### src/design/mac_fc_mgmt_pkg.sv
// Constants, register map and types of the flow-control block.
// Assumes a 100 MHz bus clock and a 100 Mb/s MII for slot timing.
package mac_fc_mgmt_pkg;
    typedef logic [15:0] wb_addr_t;

    // Register byte addresses
    localparam wb_addr_t OFS_MGMT_CTRL = 16'h1010;
    localparam wb_addr_t OFS_MGMT_DATA = 16'h1014;
    localparam wb_addr_t OFS_FLOW = 16'h1018;
    localparam wb_addr_t OFS_DEBUG = 16'h1024;
    localparam logic [31:0] REG_RESET = 32'h00000000;

    // Management access control fields
    localparam int MC_BUSY_BIT = 0;
    localparam int MC_WRITE_BIT = 1;
    localparam int MC_CSR_LSB = 2;
    localparam int MC_REG_LSB = 6;
    localparam int MC_PHY_LSB = 11;

    // Flow control fields
    localparam int FC_FCB_BIT = 0;
    localparam int FC_TX_FLOW_CONTROL_EN_BIT = 1;
    localparam int FC_RX_PAUSE_DECODE_EN_BIT = 2;
    localparam int FC_UNICAST_PAUSE_DETECT_BIT = 3;
    localparam int FC_PLT_LSB = 4;
    localparam int FC_PT_LSB = 16;

    // Debug status fields
    localparam int DBG_TX_ENGINE_BIT = 16;
    localparam int DBG_TX_FRAME_LSB = 17;
    localparam int DBG_TX_PAUSE_BIT = 19;
    localparam int DBG_TX_RD_LSB = 20;
    localparam int DBG_TX_WR_BIT = 22;
    localparam int DBG_TX_NE_BIT = 24;
    localparam int DBG_TX_STS_FULL_BIT = 25;
    localparam int DBG_RX_FILL_LSB = 8;

    // Management clock dividers
    localparam logic [3:0] CSR_RANGE_80 = 4'h0;
    localparam logic [3:0] CSR_RANGE_40 = 4'h3;
    localparam int MDC_DIV_80 = 42;
    localparam int MDC_DIV_40 = 26;

    // Frame bit positions from the first preamble bit
    localparam logic [5:0] MDIO_PRE_BITS = 6'd32;
    localparam logic [5:0] MDIO_RELEASE_BIT = 6'd46;
    localparam logic [5:0] MDIO_DATA_BIT = 6'd48;
    localparam logic [5:0] MDIO_LAST_BIT = 6'd63;
    localparam logic [1:0] MDIO_START = 2'h1;
    localparam logic [1:0] MDIO_OP_WRITE = 2'h1;
    localparam logic [1:0] MDIO_OP_READ = 2'h2;
    localparam logic [1:0] MDIO_TA_WRITE = 2'h2;

    // Slot timing
    localparam int CLK_MHZ = 100;
    localparam int SLOT_BITS = 512;
    localparam int MII_BIT_NS = 10;
    localparam int SLOT_NS = SLOT_BITS * MII_BIT_NS;
    localparam int SLOT_CYCLES = (SLOT_NS * CLK_MHZ) / 1000;

    // Retransmission threshold offsets, in slot times
    localparam logic [16:0] PLT_OFS_0 = 17'h00004;
    localparam logic [16:0] PLT_OFS_1 = 17'h0001C;
    localparam logic [16:0] PLT_OFS_2 = 17'h00090;
    localparam logic [16:0] PLT_OFS_3 = 17'h00100;

    // Pause frame recognition
    localparam logic [47:0] PAUSE_MCAST_DA = 48'h0180C2000001;
    localparam logic [15:0] PAUSE_TYPE = 16'h8808;
    localparam logic [15:0] PAUSE_OPCODE = 16'h0001;

    typedef enum logic [1:0] {
        MG_IDLE = 2'b01,
        MG_XFER = 2'b10
    } mgmt_state_t;
endpackage

### src/design/mac_fc_mgmt.sv
// Flow control, station-management engine and debug status of an Ethernet MAC.
// Assumes a Wishbone master and the MAC datapath, all on clk_i.
// Functional notes
// - Code 0011 divides bus clock by 26
// - Write-select picks management write or read
// - Software sets pending; device clears at frame end
// - Read result appears only when pending clears
// - Data register holds a 16-bit value
// - Pause frames carry programmed pause time
// - Auto retransmit at pause time minus threshold
// - One slot time equals 512 bit times
// - Detect multicast pause, unicast when enabled
// - Decode pause frames and hold transmitter
// - Transmit enable gates pause frames, backpressure
// - Pause-start launches frame, clears when sent
// - Half duplex backpressure jams new receptions
// - Report transmit FIFO read controller state
// - Report transmit frame controller state
// - Report receive FIFO fill level
// - Report transmit FIFO and engine flags
// - PHY and register select fields address target
// - Code 0000 divides bus clock by 42
// - Pause needs type 8808, opcode 0001
//
// The implementer's own choice: the Wishbone interface to the registers.
`timescale 1ns/1ps
`default_nettype none
module mac_fc_mgmt (
    input wire logic clk_i,
    input wire logic rst_i,
    input wire logic wb_cyc_i,
    input wire logic wb_stb_i,
    input wire logic wb_we_i,
    input wire mac_fc_mgmt_pkg::wb_addr_t wb_adr_i,
    input wire logic [3:0] wb_sel_i,
    input wire logic [31:0] wb_dat_i,
    output logic [31:0] wb_dat_o,
    output logic wb_ack_o,
    output logic mdc_o,
    input wire logic mdio_i,
    output logic mdio_o,
    output logic mdio_oe_o,
    input wire logic full_duplex_i,
    input wire logic [47:0] station_address_0_i,
    input wire logic rx_ctrl_valid_i,
    input wire logic [47:0] rx_dest_addr_i,
    input wire logic [15:0] rx_length_type_i,
    input wire logic [15:0] rx_opcode_i,
    input wire logic [15:0] rx_pause_time_i,
    input wire logic rx_frame_start_i,
    output logic pause_frame_req_o,
    output logic [15:0] pause_time_o,
    input wire logic pause_frame_done_i,
    output logic backpressure_o,
    output logic jam_o,
    output logic tx_pause_hold_o,
    input wire logic tx_status_fifo_full_i,
    input wire logic tx_fifo_not_empty_i,
    input wire logic tx_fifo_write_active_i,
    input wire logic [1:0] tx_fifo_read_state_i,
    input wire logic [1:0] tx_frame_ctrl_state_i,
    input wire logic tx_engine_active_i,
    input wire logic [1:0] rx_fifo_fill_level_i
);
    import mac_fc_mgmt_pkg::*;

    typedef struct packed {
        logic ack;
        logic [31:0] rdata;
        logic [4:0] phy_select;
        logic [4:0] phy_register_select;
        logic [3:0] mgmt_clock_range_select;
        logic mgmt_write_select;
        logic mgmt_access_pending;
        logic [15:0] data;
        mgmt_state_t mst;
        logic [5:0] div_cnt;
        logic mdc;
        logic mdo;
        logic mdoe;
        logic [5:0] bit_cnt;
        logic [15:0] rd_shift;
        logic mdio_meta;
        logic mdio_sync;
        logic [15:0] pause_time;
        logic [1:0] pause_retransmit_threshold;
        logic unicast_pause_detect;
        logic rx_pause_decode_en;
        logic tx_flow_control_en;
        logic pause_start_or_backpressure;
        logic auto_pend;
        logic retx_armed;
        logic [16:0] retx_slots;
        logic [9:0] slot_cnt;
        logic [15:0] hold;
        logic hold_act;
        logic pause_req;
        logic bp;
        logic jam;
    } state_t;

    state_t s_ff;
    state_t nxt_s;

    // Byte-lane merge of a Wishbone write into a register image
    function automatic logic [31:0] merge(input logic [31:0] old, input logic [31:0] wd, input logic [3:0] sel);
        logic [31:0] m;
        m = {{8{sel[3]}}, {8{sel[2]}}, {8{sel[1]}}, {8{sel[0]}}};
        return (old & ~m) | (wd & m);
    endfunction

    // Half period of the management clock in bus cycles
    function automatic logic [5:0] mdc_half(input logic [3:0] code);
        // Unlisted codes use the slowest divider, safe for any PHY
        return (code == CSR_RANGE_40) ? 6'(MDC_DIV_40 / 2) : 6'(MDC_DIV_80 / 2);
    endfunction

    function automatic logic [16:0] plt_offset(input logic [1:0] code);
        logic [16:0] o;
        case (code)
            2'h0: o = PLT_OFS_0;
            2'h1: o = PLT_OFS_1;
            2'h2: o = PLT_OFS_2;
            default: o = PLT_OFS_3;
        endcase
        return o;
    endfunction

    logic [31:0] ctrl_img;
    logic [31:0] flow_img;
    logic [31:0] debug_img;
    logic [31:0] wimg;
    logic [31:0] frame;
    logic [16:0] thr;
    logic [5:0] next_bit;
    logic bus_req;
    logic slot_tick;
    logic pause_done;
    logic pause_match;
    logic fd_tx_en;

    always_comb begin
        ctrl_img = REG_RESET;
        ctrl_img[MC_BUSY_BIT] = s_ff.mgmt_access_pending;
        ctrl_img[MC_WRITE_BIT] = s_ff.mgmt_write_select;
        ctrl_img[MC_CSR_LSB +: 4] = s_ff.mgmt_clock_range_select;
        ctrl_img[MC_REG_LSB +: 5] = s_ff.phy_register_select;
        ctrl_img[MC_PHY_LSB +: 5] = s_ff.phy_select;

        flow_img = REG_RESET;
        flow_img[FC_FCB_BIT] = s_ff.pause_start_or_backpressure;
        flow_img[FC_TX_FLOW_CONTROL_EN_BIT] = s_ff.tx_flow_control_en;
        flow_img[FC_RX_PAUSE_DECODE_EN_BIT] = s_ff.rx_pause_decode_en;
        flow_img[FC_UNICAST_PAUSE_DETECT_BIT] = s_ff.unicast_pause_detect;
        flow_img[FC_PLT_LSB +: 2] = s_ff.pause_retransmit_threshold;
        flow_img[FC_PT_LSB +: 16] = s_ff.pause_time;

        debug_img = REG_RESET;
        debug_img[DBG_TX_STS_FULL_BIT] = tx_status_fifo_full_i;
        debug_img[DBG_TX_NE_BIT] = tx_fifo_not_empty_i;
        debug_img[DBG_TX_WR_BIT] = tx_fifo_write_active_i;
        debug_img[DBG_TX_RD_LSB +: 2] = tx_fifo_read_state_i;
        debug_img[DBG_TX_PAUSE_BIT] = s_ff.hold_act;
        debug_img[DBG_TX_FRAME_LSB +: 2] = tx_frame_ctrl_state_i;
        debug_img[DBG_TX_ENGINE_BIT] = tx_engine_active_i;
        debug_img[DBG_RX_FILL_LSB +: 2] = rx_fifo_fill_level_i;

        // Frame after preamble
        frame = {MDIO_START,
                 s_ff.mgmt_write_select ? MDIO_OP_WRITE : MDIO_OP_READ,
                 s_ff.phy_select, s_ff.phy_register_select,
                 MDIO_TA_WRITE, s_ff.data};

        thr = {1'b0, s_ff.pause_time} - plt_offset(s_ff.pause_retransmit_threshold);
        if (thr[16]) begin
            thr = 17'h00000;
        end
        next_bit = 6'(s_ff.bit_cnt + 6'd1);
        bus_req = wb_cyc_i & wb_stb_i & ~s_ff.ack;
        slot_tick = (s_ff.slot_cnt == 10'(SLOT_CYCLES - 1));
        pause_done = pause_frame_done_i & s_ff.pause_req;
        fd_tx_en = full_duplex_i & s_ff.tx_flow_control_en;
        pause_match = rx_ctrl_valid_i & full_duplex_i & s_ff.rx_pause_decode_en
                      & (rx_length_type_i == PAUSE_TYPE) & (rx_opcode_i == PAUSE_OPCODE)
                      & ((rx_dest_addr_i == PAUSE_MCAST_DA)
                         | (s_ff.unicast_pause_detect & (rx_dest_addr_i == station_address_0_i)));

        nxt_s = s_ff;
        nxt_s.ack = 1'b0;
        nxt_s.jam = 1'b0;
        nxt_s.mdio_meta = mdio_i;
        nxt_s.mdio_sync = s_ff.mdio_meta;
        nxt_s.slot_cnt = slot_tick ? 10'h000 : 10'(s_ff.slot_cnt + 10'h001);
        wimg = REG_RESET;

        // Done clears first, so a same-cycle write sets again
        if (pause_done) begin
            if (full_duplex_i) begin
                nxt_s.pause_start_or_backpressure = 1'b0;
            end
            nxt_s.auto_pend = 1'b0;
            nxt_s.retx_armed = 1'b1;
            nxt_s.retx_slots = 17'h00000;
        end

        // Register bus
        if (bus_req) begin
            nxt_s.ack = 1'b1;
            if (wb_adr_i[15:2] == OFS_MGMT_CTRL[15:2]) begin
                nxt_s.rdata = ctrl_img;
                wimg = merge(ctrl_img, wb_dat_i, wb_sel_i);
            end else if (wb_adr_i[15:2] == OFS_MGMT_DATA[15:2]) begin
                nxt_s.rdata = {16'h0000, s_ff.data};
                wimg = merge({16'h0000, s_ff.data}, wb_dat_i, wb_sel_i);
            end else if (wb_adr_i[15:2] == OFS_FLOW[15:2]) begin
                nxt_s.rdata = flow_img;
                wimg = merge(flow_img, wb_dat_i, wb_sel_i);
            end else if (wb_adr_i[15:2] == OFS_DEBUG[15:2]) begin
                nxt_s.rdata = debug_img;
            end else begin
                nxt_s.rdata = REG_RESET;
            end
        end

        if (bus_req & wb_we_i) begin
            if (wb_adr_i[15:2] == OFS_MGMT_CTRL[15:2]) begin
                nxt_s.phy_select = wimg[MC_PHY_LSB +: 5];
                nxt_s.phy_register_select = wimg[MC_REG_LSB +: 5];
                nxt_s.mgmt_clock_range_select = wimg[MC_CSR_LSB +: 4];
                nxt_s.mgmt_write_select = wimg[MC_WRITE_BIT];
                // Zero cannot abort a frame; only the engine clears pending
                if (wimg[MC_BUSY_BIT] & ~s_ff.mgmt_access_pending) begin
                    nxt_s.mgmt_access_pending = 1'b1;
                    nxt_s.mst = MG_XFER;
                    nxt_s.div_cnt = 6'h00;
                    nxt_s.mdc = 1'b0;
                    nxt_s.bit_cnt = 6'h00;
                    nxt_s.mdo = 1'b1;
                    nxt_s.mdoe = 1'b1;
                end
            end else if (wb_adr_i[15:2] == OFS_MGMT_DATA[15:2]) begin
                nxt_s.data = wimg[15:0];
            end else if (wb_adr_i[15:2] == OFS_FLOW[15:2]) begin
                nxt_s.pause_time = wimg[FC_PT_LSB +: 16];
                nxt_s.pause_retransmit_threshold = wimg[FC_PLT_LSB +: 2];
                nxt_s.unicast_pause_detect = wimg[FC_UNICAST_PAUSE_DETECT_BIT];
                nxt_s.rx_pause_decode_en = wimg[FC_RX_PAUSE_DECODE_EN_BIT];
                nxt_s.tx_flow_control_en = wimg[FC_TX_FLOW_CONTROL_EN_BIT];
                if (full_duplex_i) begin
                    // Full duplex: zero writes ignored
                    if (wimg[FC_FCB_BIT] & wimg[FC_TX_FLOW_CONTROL_EN_BIT]) begin
                        nxt_s.pause_start_or_backpressure = 1'b1;
                    end
                end else begin
                    nxt_s.pause_start_or_backpressure = wimg[FC_FCB_BIT];
                end
            end
        end

        // Frame engine: drive on mdc falling, sample on rising
        if (s_ff.mst == MG_XFER) begin
            if (s_ff.div_cnt == 6'(mdc_half(s_ff.mgmt_clock_range_select) - 6'd1)) begin
                nxt_s.div_cnt = 6'h00;
                if (~s_ff.mdc) begin
                    nxt_s.mdc = 1'b1;
                    if (~s_ff.mgmt_write_select & (s_ff.bit_cnt >= MDIO_DATA_BIT)) begin
                        nxt_s.rd_shift = {s_ff.rd_shift[14:0], s_ff.mdio_sync};
                    end
                end else begin
                    nxt_s.mdc = 1'b0;
                    if (s_ff.bit_cnt == MDIO_LAST_BIT) begin
                        nxt_s.mst = MG_IDLE;
                        nxt_s.mgmt_access_pending = 1'b0;
                        nxt_s.mdoe = 1'b0;
                        nxt_s.mdo = 1'b1;
                        if (~s_ff.mgmt_write_select) begin
                            // Replaced at completion only, never half-shifted
                            nxt_s.data = s_ff.rd_shift;
                        end
                    end else begin
                        nxt_s.bit_cnt = next_bit;
                        nxt_s.mdo = (next_bit < MDIO_PRE_BITS) ? 1'b1 : frame[~next_bit[4:0]];
                        nxt_s.mdoe = s_ff.mgmt_write_select | (next_bit < MDIO_RELEASE_BIT);
                    end
                end
            end else begin
                nxt_s.div_cnt = 6'(s_ff.div_cnt + 6'd1);
            end
        end

        // Auto retransmit only while the receive FIFO is above activate
        if (s_ff.retx_armed & ~pause_done) begin
            if (slot_tick) begin
                nxt_s.retx_slots = 17'(s_ff.retx_slots + 17'h00001);
            end
            if (~s_ff.pause_req & (s_ff.retx_slots >= thr)) begin
                nxt_s.retx_armed = 1'b0;
                nxt_s.auto_pend = fd_tx_en & rx_fifo_fill_level_i[1];
            end
        end
        if (~fd_tx_en) begin
            nxt_s.auto_pend = 1'b0;
            nxt_s.retx_armed = 1'b0;
        end

        // A new pause frame reloads the hold; time zero ends it
        if (pause_match) begin
            nxt_s.hold = rx_pause_time_i;
        end else if (slot_tick & (s_ff.hold != 16'h0000)) begin
            nxt_s.hold = 16'(s_ff.hold - 16'h0001);
        end
        nxt_s.hold_act = (nxt_s.hold != 16'h0000);

        nxt_s.pause_req = fd_tx_en & (nxt_s.pause_start_or_backpressure | nxt_s.auto_pend);
        nxt_s.bp = ~full_duplex_i & nxt_s.tx_flow_control_en & nxt_s.pause_start_or_backpressure;
        nxt_s.jam = s_ff.bp & rx_frame_start_i;
    end

    always_ff @(posedge clk_i) begin
        if (rst_i) begin
            s_ff <= '0;
            s_ff.mst <= MG_IDLE;
            s_ff.mdo <= 1'b1;
        end else begin
            s_ff <= nxt_s;
        end
    end

    assign wb_dat_o = s_ff.rdata;
    assign wb_ack_o = s_ff.ack;
    assign mdc_o = s_ff.mdc;
    assign mdio_o = s_ff.mdo;
    assign mdio_oe_o = s_ff.mdoe;
    assign pause_frame_req_o = s_ff.pause_req;
    assign pause_time_o = s_ff.pause_time;
    assign backpressure_o = s_ff.bp;
    assign jam_o = s_ff.jam;
    assign tx_pause_hold_o = s_ff.hold_act;
endmodule
`default_nettype wire

### config.mk
export PLATFORM = sky130hd
export DESIGN_NAME = mac_fc_mgmt
export DESIGN_NICKNAME = d
export VERILOG_FILES = /design/src/design/mac_fc_mgmt_pkg.sv /design/src/design/mac_fc_mgmt.sv
export SDC_FILE = /design/constraint.sdc
export NUM_CORES = 1
export LEC_CHECK = 0
export ABC_AREA = 1
export BUFFER_PORTS_ARGS = -buffer_cell sky130_fd_sc_hd__clkbuf_2
export CAP_MARGIN = 20
export CORE_MARGIN = 5
export CORE_UTILIZATION = 41
export CTS_BUF_LIST = sky130_fd_sc_hd__clkbuf_8
export CTS_CLUSTER_DIAMETER = 50
export DETAILED_ROUTE_END_ITERATION = 8
export PLACE_DENSITY_LB_ADDON = 0.3
export SLEW_MARGIN = 20
export SYNTH_ARGS = -nofsm -noshare
export SYNTH_HDL_FRONTEND = slang
export SYNTH_SLANG_ARGS = --single-unit
### constraint.sdc
create_clock -name clk_i -period 3.9 [get_ports clk_i]
set_input_delay 0.39 -clock clk_i [delete_from_list [all_inputs] [get_ports clk_i]]
set_output_delay 0.39 -clock clk_i [all_outputs]
set_load 0.01 [all_outputs]
Word level (Yosys, flattened, before mapping) --
Index checks and enable logic that the tools add are counted.
Cells by class: bitwise operators 44, mux-type cells 50, eq/ne operators 15, magnitude comparators 5, reduce and logical (&&, ||, !) cells 12, $add $sub $neg 7
Operator list (number):
- 32-bit two-way mux | 7
- 16-bit two-way mux | 8
- 32-bit bitwise OR | 3
- 19-bit two-way mux | 4
- 16-bit by 32-bit AND with 32-bit output | 2
- 32-bit AND | 2
- 14-bit by 11-bit equality test with 1-bit output (second input constant) | 4
- 17-bit two-way mux | 3
- 50-bit two-way mux | 1
- 48-bit by 41-bit equality test with 1-bit output (second input constant) | 1
- 48-bit equality test | 1
- 34-bit two-way mux | 1
- 33-bit two-way mux | 1
- 32-bit inverter | 1
- 16-bit nonzero test | 2
- 9-bit case mux with 3 select lines | 1
- 26-bit two-way mux | 1
- 25-bit two-way mux | 1
- 1-bit AND | 22
- 20-bit two-way mux | 1
- 17-bit by 1-bit adder with 17-bit output (second input constant) | 1
- 17-bit >= comparator | 1
- 16-bit by 9-bit subtractor with 17-bit output | 1
- 16-bit by 1-bit equality test with 1-bit output (second input constant) | 1
- other kinds (29) | 62
Word-level totals: output and inout port bits 56, logic and storage cells 165, bits in registers 171, input port bits 216

Longest topological paths before layout --
depth in word-level cells 16, gate-level depth with buffers 30, depth with buffers taken out 29

Least setup slack after synthesis --
No wires, ideal clock.
kind register -> register, from register s_ff, in the netlist flow_img[4], to register s_ff, in the netlist pause_frame_req_o, path slack 312 ps, library setup time 119 ps, arrival time 3469 ps, period minus slack after synthesis 3588 ps, data required time 3781 ps, cell stages (with the launch flop) 31, path buffers 1, path through dfxtp_1 > inv_1 > ha_1 > nor2_1 > nor2_1 > ha_1 > inv_1 > fa_1 > nand2_1 > inv_1 > nand3_1 > nand2_1 > nand2_1 > nand3_1 > inv_1 > nand3_1 > clkbuf_1 > nand2_1 > ha_1 > nand2_1 > or2_2 > a21oi_1 > o21ai_0 > a21oi_1 > o21ai_0 > nand2_1 > nand3_1 > nand2_1 > o21ai_0 > nand2_1 > o21ai_1
Between the ends: cells in the longest elaborated chain, start to end 11, elaborated cells on any way between the ends 13, classes of those cells add/sub: 1; order compare: 1; eq/ne: 2; mux: 5; bitwise: 3; reduce/logical: 1
RTL lines:
- start, declared | RTL line mac_fc_mgmt.sv:102 | state_t s_ff;
- start signal, assigned | RTL line mac_fc_mgmt.sv:325 | s_ff <= nxt_s;
- 2-bit equality test (tied with other cells) | RTL line mac_fc_mgmt.sv:120 | case (code)
- 9-bit case mux with 3 select lines (*) | RTL line mac_fc_mgmt.sv:120
- 16-bit by 9-bit subtractor with 17-bit output (*) | RTL line mac_fc_mgmt.sv:174 | thr = {1'b0, s_ff.pause_time} - plt_offset(s_ff.pause_retransmit_threshold);
- 16-bit two-way mux (*) | RTL line mac_fc_mgmt.sv:175 | if (thr[16]) begin
- 17-bit >= comparator (*) | RTL line mac_fc_mgmt.sv:296 | if (~s_ff.pause_req & (s_ff.retx_slots >= thr)) begin
- 1-bit AND (*) | RTL line mac_fc_mgmt.sv:296
- 2-bit two-way mux (*) | RTL line mac_fc_mgmt.sv:296
- 19-bit two-way mux (*) | RTL line mac_fc_mgmt.sv:292 | if (s_ff.retx_armed & ~pause_done) begin
- 2-bit two-way mux (*) | RTL line mac_fc_mgmt.sv:301 | if (~fd_tx_en) begin
- 1-bit bitwise OR (*) | RTL line mac_fc_mgmt.sv:314 | nxt_s.pause_req = fd_tx_en & (nxt_s.pause_start_or_backpressure | nxt_s.auto_pend);
- 1-bit AND (*) | RTL line mac_fc_mgmt.sv:314
Mark *: on every way between the ends. The rest lies on a longest branch, timed or not. A chain may end at the register's enable or synchronous reset.

Final worst setup path --
Ends and elaborated chain as after synthesis.

==> out/metrics.csv <==
metric,value,unit
outcome,"complete, no violations",
CP arrival,3.92,ns
Final period util,0.913,
Site Rows,63,
"Req. time, crit path",4.26,ns
CTS H-tree lvls,4,
CP most frequent cell,nand2_1,
HP Class,primary input to register,
Min-Delay Path Depth,3,
hold_buf cts,0,
CTS Buf Count,17,
Post-DP Area,13400,um^2
synthesized netlist cell count,1902,
total grt overflow,0,
area of the mapped netlist,12100,um^2
core area,29400,um^2
Nets,2344,
worst-case reg-to-reg path depth,29,
Worst setup EP type,register,
initial core utilization,0.413,
Final Hold Viols,0,
Async SR Flop Fraction,0,
CTS tree,built,
Detail Placement HPWL,30800,um
Initial DRC Count,902,
pin count of the biggest net entering global routing,67,
setup TNS,0,ns
syn avg cell area,6.38,um^2
P per Cell Area,251,nW/um^2
post-synthesis sequential area ratio,0.282,
most frequent cells in the layout,"409 x nand2_1, 268 x clkbuf_2, 248 x inv_1",
residual DRC count,0,
pre-CTS setup slack,0.0441,ns
"Area growth, synth to finish",14.1,%
Pins Over Slew Limit,0,
Seq cells post-synth,171,
via count,13000,
prevailing post-synth register cell,dfxtp_1,
die width,182,um
Lkg Pwr,6.53,nW
vias per inst,5.20,
Clock Path Buffers,2,
CP Launch Type,register,
Detailed Route WL,38700,um
Max-Cap Viols,0,
Slew headroom,0.400,
Final Wtd Congestion,0.923,
gr usage total,0.225,
Antenna Violating Nets Remaining,0,
die area,33100,um^2
CTS root buf,clkbuf_8,
Clock Latency Late Sink,0.47,ns
critical path class,register to register,
fmax,281,MHz
"Reg clk slew, reported paths",0.11,ns
Post-synth EDFFs,0,
DRT Pass-1 Iters,6,
crit-path max FO,7,
Die Y,182,um
fin util,0.471,
CP max-delay cell,dfxtp_4,
Yosys warning total,0,
I/O pin cnt,272,
Port Buffer Count,269,
# fillers,3112,
Syn Nets,2152,
"Design Area, Final",13800,um^2
Avg WL per Cell,15.5,um
layout cells sized above 1,0.197,
Worst-Margin Slew,0.899,ns
"most common cell after layout, fill and taps aside",nand2_1,
total chip power,3.48,mW
minimum clock period after layout,3.56,ns
initial antenna violation count,1,
Crit path largest cell delay,0.39,ns
setup ws final,0.340,ns
number of global-route vias before repair,12300,
Clock Skews,0.0189,ns
final setup fails,0,
Worst VDD drop,0.000193,V
first-pass GRT wire length,61400,um
clock sink count,171,
RSZ-0062 raised after global routing,no,
Yosys cell types,62,
-- Yosys cell counts (29+ instances only) --
library cell  instances  area (um^2)
a21oi_1             122          611
buf_4                51          383
clkbuf_1             31          116
dfxtp_1             171         3420
ha_1                 33          413
inv_1               250          938
nand2_1             414         1550
nand3_1              84          420
nand4_1              29          181
nor2_1              243          912
nor3_1               48          240
o21ai_0             116          581
-- metal layers --
metal / share of wire / track usage
met1: 0.43 / 0.287
met2: 0.47 / 0.377
met3: 0.065 / 0.0483
met4: 0.030 / 0.0730
met5: 0 / 0
-- through the flow --
step | std cells | hold WS (ns)
floorplan | 1902 | 0.388
global placement | 2464 | 0.399
detailed placement | 2464 | 0.400
CTS | 2496 | 0.0893
global route | 2498 | 0.0789
finish | 2498 | 0.109
-- registers in the layout, indices dropped and copies added (netlist names) --
name / cells
s_ff: 76
wb_dat_o: 32
ctrl_img: 16
frame: 16
pause_time_o: 16
flow_img: 6
backpressure_o: 1
jam_o: 1
mdc_o: 1
mdio_o: 1
mdio_oe_o: 1
nxt_s: 1
pause_frame_req_o: 1
tx_pause_hold_o: 1
wb_ack_o: 1
-- worst max-delay path, delay by kind of cell (launching register included) --
kind	cells	cell delay, ns
adders and majority gates	4	0.84
DFF	1	0.39
AOI/OAI and AO/OA	6	0.55
and+or+nand+nor	15	1.39
buffers and inverters	4	0.27
-- repair_timing --
action                                  4_1_cts  5_1_grt
buffers inserted                              0        1
endpoints found under the setup margin        0        3
resized for setup                             0       22
-- worst paths after layout --
kind	startpoint	endpoint	slack (ns)
setup / recovery	flow_img[4]$_SDFFE_PP0P_	pause_frame_req_o$_SDFF_PP0_	0.34
hold / removal	rx_frame_start_i	jam_o$_SDFF_PP0_	0.11
setup reg to reg	flow_img[4]$_SDFFE_PP0P_	pause_frame_req_o$_SDFF_PP0_	0.34
hold reg to reg	nxt_s[71]$_SDFF_PP0_	s_ff[71]$_SDFF_PP0_	0.41
-- kinds of logic (layout without fill, tap and decap cells) --
logic type      Yosys count  after routing  share of synthesized area
xor+xnor                 34             34                     0.0245
other cells               0              1                          0
fa+ha+maj                34             34                     0.0357
flops                   171            171                      0.282
buf+inv                 384            589                      0.143
compound gates          356            356                      0.171
simple gates            923            923                      0.344
-- where the power goes --
group / total [mW] / switching [mW] / internal, mW / leakage (nW)
combinational: 0.401 / 0.244 / 0.157 / 4.94
sequential: 1.76 / 0.00459 / 1.75 / 1.38
clock: 1.32 / 0.722 / 0.602 / 0.209
total: 3.48 / 0.970 / 2.51 / 6.53
-- layout make-up --
type | instances | area, um^2 | share of cell area
well taps | 390 | 488 | 0.0353
clock buffers | 18 | 248 | 0.0179
inverters | 278 | 1050 | 0.0759
flip-flops and latches | 171 | 3430 | 0.248
clock inverters | 14 | 160 | 0.0116
multi-input cells | 1347 | 7030 | 0.508
diodes | 1 | 2.50 | 0.000181
repair buffers | 279 | 1430 | 0.103
No activity file was read; power rests on OpenSTA's default activity.
